File: src/usb_host_cmd_consts.vh
`ifndef USB_HOST_CMD_CONSTS_VH
`define USB_HOST_CMD_CONSTS_VH

// Command codes
`define CMD_ECHO        8'h06
`define CMD_MAX_UNIT    8'h0A
`define CMD_SEL_UNIT    8'h0B
`define CMD_LINK_MODE   8'h15
`define CMD_ATTACH_Q    8'h16
`define CMD_ABORT_NAK   8'h17
`define CMD_GET_STATUS  8'h22
`define CMD_RD_BLOCK    8'h28

// Fixed key bytes
`define KEY_MAX_UNIT    8'h38
`define KEY_SEL_UNIT    8'h34
`define KEY_PPS         8'h39

// Operation results
`define RES_OK          8'h51
`define RES_FAIL        8'h5F

// Link mode codes
`define MODE_DEV_OFF    8'h00
`define MODE_DEV_EXT    8'h01
`define MODE_DEV_INT    8'h02
`define MODE_HOST_OFF   8'h04
`define MODE_HOST_NOSOF 8'h05
`define MODE_HOST_SOF   8'h06
`define MODE_HOST_RST   8'h07

// Interrupt status codes
`define ST_SUCCESS      8'h14
`define ST_CONNECT      8'h15
`define ST_DISCONNECT   8'h16
`define ST_BUF_OVER     8'h17
`define ST_RD_PEND      8'h1D
`define ST_WR_PEND      8'h1E
`define ST_STOR_FAIL    8'h1F
`define ST_FAIL_HI      1'h1
`define ST_IDLE_VAL     8'h00

// Failure cause encodings
`define CAUSE_NAK       4'hA
`define CAUSE_STALL     4'hE

// Defaults and limits
`define UNIT_RESET      8'h00
`define PPS_RESET       8'h08
`define BLK_MAX         7'h40

// Timing
`define CLK_PERIOD_NS   8
`define MODE_TIME_NS    20000
`define ATTACH_TIME_NS  2000

`endif

File: src/usb_host_cmd_interpreter.v
`include "usb_host_cmd_consts.vh"

module usb_host_cmd_interpreter #(
  parameter [7:0] PPS_CMD   = 8'h0C,
  parameter [7:0] ST_READY  = 8'h18
) (
  // Clock, reset, enable
  input  wire       clk_sys,
  input  wire       nrst,
  input  wire       ce,
  // Host byte port
  input  wire       wr_cmd,
  input  wire       wr_data,
  input  wire [7:0] wr_byte,
  input  wire       rd_data,
  output wire [7:0] rd_byte,
  output wire       rd_valid,
  output wire       int_n,
  // Storage side
  input  wire [7:0] max_unit,
  input  wire       storage_init_done,
  output wire [7:0] unit_sel,
  output wire [7:0] packets_per_sector,
  // Link mode controls
  output wire [7:0] link_mode,
  output wire       host_role,
  output wire       detect_en,
  output wire       sof_en,
  output wire       bus_reset,
  output wire       nak_abort,
  // Attach sensing
  input  wire       attach_pin,
  input  wire       dev_ready,
  // Transaction engine events
  input  wire       ev_success,
  input  wire       ev_buf_over,
  input  wire       ev_rd_pend,
  input  wire       ev_wr_pend,
  input  wire       ev_stor_fail,
  input  wire       ev_fail,
  input  wire       fail_toggle_ok,
  input  wire [3:0] fail_resp,
  // Endpoint input buffer
  input  wire [6:0] buf_len,
  input  wire [7:0] buf_rdata,
  output wire [5:0] buf_addr
);

  localparam [2:0] S_IDLE = 3'd0;
  localparam [2:0] S_P1   = 3'd1;
  localparam [2:0] S_P2   = 3'd2;
  localparam [2:0] S_WAIT = 3'd3;
  localparam [2:0] S_OUT  = 3'd4;
  localparam [2:0] S_BLK  = 3'd5;

  localparam integer MODE_CYC_I   = `MODE_TIME_NS / `CLK_PERIOD_NS;
  localparam integer ATTACH_CYC_I = `ATTACH_TIME_NS / `CLK_PERIOD_NS;
  // Both counts fit twelve bits; a faster clock needs a wider counter
  localparam [11:0]  MODE_CYC     = MODE_CYC_I[11:0];
  localparam [11:0]  ATTACH_CYC   = ATTACH_CYC_I[11:0];

  function mode_ok;
    input [7:0] m;
    begin
      mode_ok = (m == `MODE_DEV_OFF) || (m == `MODE_DEV_EXT) ||
                (m == `MODE_DEV_INT) || (m == `MODE_HOST_OFF) ||
                (m == `MODE_HOST_NOSOF) || (m == `MODE_HOST_SOF) ||
                (m == `MODE_HOST_RST);
    end
  endfunction

  function mode_detects;
    input [7:0] m;
    begin
      mode_detects = (m == `MODE_DEV_EXT) || (m == `MODE_DEV_INT) ||
                     (m == `MODE_HOST_NOSOF) || (m == `MODE_HOST_SOF) ||
                     (m == `MODE_HOST_RST);
    end
  endfunction

  reg [2:0]  state_r;
  reg [7:0]  cmd_r;
  reg [7:0]  p1_r;
  reg [11:0] cnt_r;
  reg [7:0]  out_r;
  reg        out_valid_r;
  reg [6:0]  blk_left_r;
  reg [5:0]  buf_addr_r;
  reg [7:0]  unit_r;
  reg [7:0]  pps_r;
  reg [7:0]  mode_r;
  reg [7:0]  mode_req_r;
  reg        nak_abort_r;
  reg [7:0]  status_r;
  reg        int_pend_r;
  reg        att_s1_r;
  reg        att_s2_r;
  reg        att_prev_r;

  // Event selection; one status per cycle, failures win
  reg        ev_any;
  reg [7:0]  ev_code;
  wire       att_rise = att_s2_r & ~att_prev_r;
  wire       att_fall = ~att_s2_r & att_prev_r;
  wire       det_on   = mode_detects(mode_r);

  always @* begin
    ev_any  = 1'b1;
    ev_code = `ST_IDLE_VAL;
    if (ev_fail)
      ev_code = {2'b00, `ST_FAIL_HI, fail_toggle_ok, fail_resp};
    else if (ev_stor_fail)
      ev_code = `ST_STOR_FAIL;
    else if (ev_buf_over)
      ev_code = `ST_BUF_OVER;
    else if (ev_rd_pend)
      ev_code = `ST_RD_PEND;
    else if (ev_wr_pend)
      ev_code = `ST_WR_PEND;
    else if (ev_success)
      ev_code = `ST_SUCCESS;
    else if (det_on && att_rise)
      ev_code = `ST_CONNECT;
    else if (det_on && att_fall)
      ev_code = `ST_DISCONNECT;
    else
      ev_any = 1'b0;
  end

  // Attach pin comes from off chip
  always @(posedge clk_sys) begin
    if (!nrst) begin
      att_s1_r   <= 1'b0;
      att_s2_r   <= 1'b0;
      att_prev_r <= 1'b0;
    end else if (ce) begin
      att_s1_r   <= attach_pin;
      att_s2_r   <= att_s1_r;
      att_prev_r <= att_s2_r;
    end
  end

  wire fetch = wr_cmd && (wr_byte == `CMD_GET_STATUS);

  // Status latch; a new event beats the fetch clear
  always @(posedge clk_sys) begin
    if (!nrst) begin
      status_r   <= `ST_IDLE_VAL;
      int_pend_r <= 1'b0;
    end else if (ce) begin
      if (ev_any) begin
        status_r   <= ev_code;
        int_pend_r <= 1'b1;
      end else if (fetch) begin
        int_pend_r <= 1'b0;
      end
    end
  end

  wire [7:0] attach_code = !att_s2_r ? `ST_DISCONNECT :
                           dev_ready ? ST_READY : `ST_CONNECT;
  wire [6:0] len_clip = (buf_len > `BLK_MAX) ? `BLK_MAX : buf_len;

  always @(posedge clk_sys) begin
    if (!nrst) begin
      state_r     <= S_IDLE;
      cmd_r       <= 8'h00;
      p1_r        <= 8'h00;
      cnt_r       <= 12'h000;
      out_r       <= 8'h00;
      out_valid_r <= 1'b0;
      blk_left_r  <= 7'h00;
      buf_addr_r  <= 6'h00;
      unit_r      <= `UNIT_RESET;
      pps_r       <= `PPS_RESET;
      mode_r      <= `MODE_DEV_OFF;
      mode_req_r  <= 8'h00;
      nak_abort_r <= 1'b0;
    end else if (ce) begin
      nak_abort_r <= 1'b0;
      if (storage_init_done) begin
        unit_r <= `UNIT_RESET;
        pps_r  <= `PPS_RESET;
      end
      if (wr_cmd) begin
        // A new command always restarts the sequence
        cmd_r       <= wr_byte;
        out_valid_r <= 1'b0;
        state_r     <= S_IDLE;
        case (wr_byte)
          `CMD_ECHO, `CMD_MAX_UNIT, `CMD_SEL_UNIT, `CMD_LINK_MODE: begin
            state_r <= S_P1;
          end
          `CMD_ATTACH_Q: begin
            out_r       <= 8'h00;
            out_valid_r <= 1'b1;
            cnt_r       <= ATTACH_CYC;
            state_r     <= S_WAIT;
          end
          `CMD_ABORT_NAK: begin
            nak_abort_r <= 1'b1;
          end
          `CMD_GET_STATUS: begin
            out_r       <= status_r;
            out_valid_r <= 1'b1;
            state_r     <= S_OUT;
          end
          `CMD_RD_BLOCK: begin
            out_r       <= {1'b0, len_clip};
            out_valid_r <= 1'b1;
            blk_left_r  <= len_clip;
            buf_addr_r  <= 6'h00;
            state_r     <= S_BLK;
          end
          default: begin
            if (wr_byte == PPS_CMD)
              state_r <= S_P1;
          end
        endcase
      end else begin
        case (state_r)
          S_IDLE: begin
            out_valid_r <= 1'b0;
          end
          S_P1: begin
            if (wr_data) begin
              p1_r <= wr_byte;
              case (cmd_r)
                `CMD_ECHO: begin
                  out_r       <= ~wr_byte;
                  out_valid_r <= 1'b1;
                  state_r     <= S_OUT;
                end
                `CMD_MAX_UNIT: begin
                  // Key byte is not checked; the answer is the same
                  out_r       <= max_unit;
                  out_valid_r <= 1'b1;
                  state_r     <= S_OUT;
                end
                `CMD_LINK_MODE: begin
                  mode_req_r <= wr_byte;
                  cnt_r      <= MODE_CYC;
                  state_r    <= S_WAIT;
                end
                default: begin
                  state_r <= S_P2;
                end
              endcase
            end
          end
          S_P2: begin
            if (wr_data) begin
              if (cmd_r == `CMD_SEL_UNIT && p1_r == `KEY_SEL_UNIT)
                unit_r <= wr_byte;
              if (cmd_r == PPS_CMD && p1_r == `KEY_PPS)
                pps_r <= wr_byte;
              state_r <= S_IDLE;
            end
          end
          S_WAIT: begin
            if (cnt_r > 12'h001) begin
              cnt_r <= cnt_r - 12'h001;
            end else begin
              out_valid_r <= 1'b1;
              state_r     <= S_OUT;
              if (cmd_r == `CMD_ATTACH_Q) begin
                out_r <= attach_code;
              end else if (mode_ok(mode_req_r)) begin
                mode_r <= mode_req_r;
                out_r  <= `RES_OK;
              end else begin
                out_r  <= `RES_FAIL;
              end
            end
          end
          S_OUT: begin
            if (rd_data) begin
              out_valid_r <= 1'b0;
              state_r     <= S_IDLE;
            end
          end
          S_BLK: begin
            if (rd_data) begin
              if (blk_left_r == 7'h00) begin
                out_valid_r <= 1'b0;
                state_r     <= S_IDLE;
              end else begin
                out_r      <= buf_rdata;
                buf_addr_r <= buf_addr_r + 6'h01;
                blk_left_r <= blk_left_r - 7'h01;
              end
            end
          end
          default: begin
            state_r <= S_IDLE;
          end
        endcase
      end
    end
  end

  assign rd_byte            = out_r;
  assign rd_valid           = out_valid_r;
  assign int_n              = ~int_pend_r;
  assign unit_sel           = unit_r;
  assign packets_per_sector = pps_r;
  assign link_mode          = mode_r;
  assign host_role          = mode_r[2];
  assign detect_en          = det_on;
  assign sof_en             = (mode_r == `MODE_HOST_SOF);
  assign bus_reset          = (mode_r == `MODE_HOST_RST);
  assign nak_abort          = nak_abort_r;
  assign buf_addr           = buf_addr_r;

endmodule // usb_host_cmd_interpreter

File: config.mk
export PLATFORM = sky130hd
export DESIGN_NAME = usb_host_cmd_interpreter
export DESIGN_NICKNAME = d
export VERILOG_FILES = /design/src/usb_host_cmd_interpreter.v
export VERILOG_INCLUDE_DIRS = /design/src
export SDC_FILE = /design/constraint.sdc
export NUM_CORES = 1
export LEC_CHECK = 0
export BUFFER_PORTS_ARGS = -buffer_cell sky130_fd_sc_hd__buf_2
export CAP_MARGIN = 15
export CORE_MARGIN = 2
export CORE_UTILIZATION = 40
export CTS_BUF_LIST = sky130_fd_sc_hd__clkbuf_16
export DETAILED_ROUTE_END_ITERATION = 6
export GPL_ROUTABILITY_DRIVEN = 0
export SLEW_MARGIN = 20
export SYNTH_ARGS = -nofsm -noshare
export SYNTH_HDL_FRONTEND = slang
export SYNTH_SLANG_ARGS = --single-unit
export TNS_END_PERCENT = 5
File: constraint.sdc
create_clock -name clk_sys -period 2.5 [get_ports clk_sys]
set_input_delay 0.5 -clock clk_sys [delete_from_list [all_inputs] [get_ports clk_sys]]
set_output_delay 0.5 -clock clk_sys [all_outputs]
set_load 0.01 [all_outputs]
==> results of run 1 <==
==> registers in the layout, summed over array words and instances, names as in the netlist <==
name / cells
nak_abort: 1
packets_per_sector: 8
rd_valid: 1
att_prev_r: 1
unit_sel: 8
status_r: 6
link_mode: 8
buf_addr: 6
p1_r: 8
cmd_r: 8
blk_left_r: 7
rd_byte: 8
cnt_r: 12
att_s2_r: 1
state_r: 3
mode_req_r: 8
att_s1_r: 1
int_pend_r: 1
==> cell usage in the layout, fill, tap and decap left out, types with 4 or more instances in the layout <==
cell	instances
mux2i_1	24
a31oi_1	13
nand3_1	21
o21ai_0	33
inv_1	19
or4_1	7
and4_1	4
buf_4	35
o2111ai_1	5
ha_1	4
or3_1	5
a22o_1	9
and3_1	5
nor4_1	4
a211oi_1	9
nand4b_1	4
o221a_2	5
nor2b_1	9
nand3b_1	6
o21a_1	6
and3b_1	4
a21oi_1	51
a311oi_1	5
o21ai_1	4
nor2_1	72
buf_2	95
o211ai_1	4
dfxtp_1	96
clkbuf_16	9
nand4_1	12
nand2_1	65
nor3_1	21
==> final cells by class <==
cell class | instances | area, um^2
Fill cell | 1305 | 6360
Multi-Input combinational cell | 482 | 2990
Sequential cell | 96 | 1920
Timing Repair Buffer | 131 | 758
Clock buffer | 9 | 225
Tap cell | 172 | 215
Inverter | 20 | 75.1
Clock inverter | 7 | 67.6
==> critical path, stage by stage, from the launching register on <==
cell and delay [ns]:
dfxtp_1 0.35, or4_1 0.68, nor4_1 0.55, a31o_2 0.25, a21oi_2 0.11, a22o_1 0.27
==> metal layers <==
metal,GRT usage [%],part of all wire (%)
met2,36.7,46
met1,32.1,46
met5,0,0
met3,5.38,6.8
met4,6.10,1.1
==> worst max path at each step <==
| stage | from | to | depth (start not counted) |
|---|---|---|---|
| after floorplan | wr_byte[7] | cnt_r[6] | 7 |
| after global placement | wr_byte[5] | cnt_r[0] | 7 |
| after detailed placement | wr_byte[5] | cnt_r[9] | 6 |
| after CTS | blk_left_r[0] | buf_addr[5] | 8 |
| after global routing | cnt_r[0] | link_mode[5] | 8 |
| final | cmd_r[7] | unit_sel[5] | 5 |
==> stage by stage <==
stage          instances  area (um^2)  worst slack, ns  power (W)
2_1_floorplan        644         5170            0.204    0.00178
3_3_place_gp         901         5960            0.106    0.00193
3_5_place_dp         901         5960           0.0665    0.00193
4_1_cts              917         6250            0.181    0.00334
5_1_grt              917         6260           0.0163    0.00342
6_report             917         6260            0.177    0.00332
==> kinds of logic (layout without fill, tap and decap cells) <==
| kind of cell | Yosys count | after routing | share of synthesized area [%] |
|---|---|---|---|
| compound gates | 182 | 182 | 24.1 |
| xor+xnor | 5 | 5 | 0.847 |
| fa+ha+maj | 4 | 4 | 0.968 |
| buf+inv | 66 | 167 | 5.20 |
| flops | 96 | 96 | 37.2 |
| mux | 24 | 24 | 4.65 |
| simple gates | 267 | 267 | 27.1 |
==> report_power, final <==
group          switching [W]  internal [W]
logic               0.000202      0.000123
clock network       0.000639      0.000775
registers          0.0000245       0.00155
==> metrics.yaml, run 1 <==
logic_synthesis:
  mappedNetlistArea_mm2: 0.00517
  netlist_instances: 644
  ys_warn_count: 0
  ys_ff_latch: 96
  synth_edf_count: 0
  yosys.cell_types.count: 75
  yosys-top-cells-count: "dfxtp_1 (96), nor2_1 (72), nand2_1 (65)"
  synthFlopType: "dfxtp_1"
  ys_top_cells_by_area: "dfxtp_1 (37%), nor2_1 (5.2%), a21oi_1 (4.9%), nand2_1 (4.7%), mux2i_1 (4.6%)"
  synth_top_area_share_pct: 37.2
  syn_avg_cell_area_um2: 8.03
  syn-num-nets: 699
  synth_area_leader_cell: "dfxtp_1"
  yosysMostFrequentCell: "dfxtp_1"
  synthArstFlopShare_pct: 0
  yosysSeqAreaShare_pct: 37.2
global_route:
  globalRouteTotalUtil_pct: 23.3
  grt_max_degree: 47
  first_global_vias: 4936
  grt_pass1_wl_um: 26000
  antenna_found_initial: 0
  grt-ovfl-total: 0
cts:
  cts_inserted_buffers: 9
  h-tree-depth: 3
  clk_latency_ns: 0.36
  cts_setup_buffers: 0
  root_buffer: "clkbuf_16"
  cts_tree: "built"
  clockBufferDepth: 2
  post_cts_resized: 0
  clk_pin_slew_ns: 0.07
  cts.sinks: 96
  cts_hold_buf: 0
placement:
  hpwl_um: 11900
  io_buffers: 95
hold_path:
  hp-start: "fail_resp[2]"
  min_path_type: "in2reg"
  hold_end: "status_r[2]"
  whs_path_depth: 2
critical_path:
  crit_path_start_kind: "flop"
  cp.required_ns: 2.74
  critical_path_class: "reg2reg"
  r2r-start: "cmd_r[7]"
  critical_path.endpoint_type: "flop"
  rrSetupSlack_ns: 0.18
  worstPathArrival_ns: 2.57
  worst-path-max-fanout: 8
  rr_worst_depth: 5
  r2r_end: "unit_sel[5]"
timing:
  drv_slew: 0
  fin_crit_sh_pct: 92.9
  hold_violations: 0
  worst_pin_slew_ns: 0.552
  period_needed_ns: 2.32
  setup_viol: 0
  fmax_ghz: 0.431
  clock-skew-final_ns: 0.00772
  setup_tns_ns: 0
  relSlewSlack_pct: 62.9
  grt_setup_unrepaired: "false"
  holdWs_ns: 0.394
drt:
  ant_nets: 0
  drc_errors: 0
  avgViaCountPerCell: 5.74
  first_iter_violations: 526
  vias: 5260
  dr.pass1.iters: 5
  wirelength_um: 16300
  wl_per_cell_um: 17.7
floorplanning:
  fp.coreArea_mm2: 0.0126
  rows: 41
  die_area_mm2: 0.0139
  fp.dieH_um: 118
  die_w_um: 118
  ios: 96
  initial_core_util_pct: 41.0
power:
  leakagePower_nw: 2.50
  power.density_mw_per_mm2: 530
  irDropWorstVdd_mv: 0.542
cells_and_area:
  syn_to_final_growth_pct: 21.0
  drive_above_1_share_pct: 23.1
  antenna_cells: 0
  final_core_utilization_pct: 49.6
  nets: 795
flow_run:
  cap_violations: 0
run_status:
  outcome: "complete, no violations"
Note: power is estimated with default switching activity, not from simulation.
==> inputs of run 2 (changes only) <==
==> constraint.sdc (replaced) <==
create_clock -name clk_sys -period 2.3 [get_ports clk_sys]
set_input_delay 0.115 -clock clk_sys [delete_from_list [all_inputs] [get_ports clk_sys]]
set_output_delay 0.115 -clock clk_sys [all_outputs]
set_load 0.01 [all_outputs]
==> metrics.yaml, run 2 (same netlist as run 1, synthesis figures left out) <==
power:
  p_sw_share_pct: 25.6
  internal_power_w: 0.00280
  p_comb_share_pct: 9.6
  leakagePower_nw: 2.54
  total_power_w: 0.00377
  switching_power_w: 0.000964
  seqPwrFrac_pct: 45.4
  power.density_mw_per_mm2: 594
  irDropWorstVdd_mv: 0.528
  clock_power_share_pct: 45.0
cts:
  clockBufferDepth: 2
  cts_inserted_buffers: 9
  cts_tree: "built"
  cts.sinks: 96
  clk_pin_slew_ns: 0.07
  root_buffer: "clkbuf_16"
  clk_latency_ns: 0.36
  h-tree-depth: 3
hold_path:
  min_path_type: "in2reg"
timing:
  period_needed_ns: 2.20
  drv_slew: 0
  relSlewSlack_pct: 61.9
  hold_violations: 0
  clock-skew-final_ns: 0.00758
  setup_viol: 0
  worst_pin_slew_ns: 0.570
  fmax_ghz: 0.454
  holdWs_ns: 0.0124
  fin_crit_sh_pct: 95.7
  grt_setup_unrepaired: "true"
  setup_tns_ns: 0
floorplanning:
  die_area_mm2: 0.0139
  die_w_um: 118
  initial_core_util_pct: 41.0
  fp.dieH_um: 118
  rows: 41
  ios: 96
  fp.coreArea_mm2: 0.0126
placement:
  dpl_cell_area_mm2: 0.00597
  dp.cells: 904
  io_buffers: 95
  hpwl_um: 12300
critical_path:
  crit_end: "cnt_r[6]"
  cp-startpoint: "cmd_r[7]"
  critical_path_class: "reg2reg"
  rrSetupSlack_ns: 0.1
  max_stage_delay_ns: 0.73
  path_cells: "or4b_2 > o21ai_2 > o2111ai_4 > buf_4 > o31a_1 > o21a_1"
  cpLargestDelayFamily: "compound AO/OA/AOI/OAI gates"
  path_buf_inv: 1
  crit_path_start_kind: "flop"
  worstPathArrival_ns: 2.45
  r2r-start: "cmd_r[7]"
  r2r_end: "cnt_r[6]"
  worst-path-max-fanout: 13
  rr_worst_depth: 6
  path_depth: 6
  cp_slowest_cell: "or4b_2"
  cp.required_ns: 2.55
  critical_path.endpoint_type: "flop"
cells_and_area:
  design_area_mm2: 0.00634
  antenna_cells: 0
  nets: 800
  instances_no_fill: 922
  regMostFlops: "cnt_r"
  layout_commonest_cell: "dfxtp_1"
  syn_to_final_growth_pct: 22.6
  drive_above_1_share_pct: 23.9
  largest_reg_flops: 12
  final_cell_mix: "dfxtp_1 (96), buf_2 (95), nor2_1 (72)"
global_route:
  grt_pass1_wl_um: 26500
  antenna_found_initial: 0
  first_global_vias: 5128
  grt_max_degree: 25
  globalRouteTotalUtil_pct: 23.8
  grt-ovfl-total: 0
run_status:
  outcome: "complete, no violations"
drt:
  wirelength_um: 16300
  vias: 5336
  ant_nets: 0
  avgViaCountPerCell: 5.79
  wl_per_cell_um: 17.7
  drc_errors: 0
  dr.pass1.iters: 5
  first_iter_violations: 427
flow_run:
  cap_violations: 0
run 2: layout make-up:
| type | instances | area, um^2 |
|---|---|---|
| Tap cell | 172 | 215 |
| Timing Repair Buffer | 136 | 786 |
| Fill cell | 1262 | 6280 |
| Sequential cell | 96 | 1920 |
| Clock inverter | 7 | 109 |
| Inverter | 20 | 75.1 |
| Clock buffer | 9 | 225 |
| Multi-Input combinational cell | 482 | 3010 |
run 2: metrics by stage:
step / utilization (%) / setup WS [ns]
after floorplan: - / 0.243
after global placement: 47.3 / 0.148
after detailed placement: 47.3 / 0.0911
after CTS: 50.0 / 0.0743
after global routing: 50.2 / -0.0601
final: 50.2 / 0.0987
run 2: power groups by stage:
stage	combinational [W]	clock, W	sequential [W]
2_1_floorplan	0.000192	0	0.00174
3_3_place_gp	0.000348	0	0.00175
3_5_place_dp	0.000354	0	0.00175
4_1_cts	0.000357	0.00172	0.00171
5_1_grt	0.000394	0.00179	0.00171
6_report	0.000363	0.00169	0.00171
run 2: how the worst min path moves through the flow:
stage	start	endpoint	slack (ns)	cells after the start
after detailed placement	attach_pin	att_s1_r	0.36	3
after global routing	fail_toggle_ok	status_r[4]	0.005	2
after global placement	attach_pin	att_s1_r	0.35	3
after floorplan	attach_pin	att_s1_r	0.26	2
final	fail_toggle_ok	status_r[4]	0.01	2
after CTS	fail_toggle_ok	status_r[4]	0.007	2
run 2: timing repair:
| item | in CTS | in global routing |
|---|---|---|
| resized for setup | 0 | 4 |
| setup endpoints to repair | 0 | 28 |
| buffers inserted | 0 | 1 |
| hold buffers | 1 | 0 |
| endpoints found under the hold margin | 1 | 0 |
run 2: per-layer routing:
| layer | up-vias | global-route usage (%) | routed length [um] |
|---|---|---|---|
| li1 | 2585 | - | - |
| met4 | 0 | 7.23 | 255 |
| met5 | - | 0 | 0 |
| met1 | 2529 | 31.9 | 7320 |
| met2 | 197 | 37.2 | 7440 |
| met3 | 25 | 6.59 | 1300 |
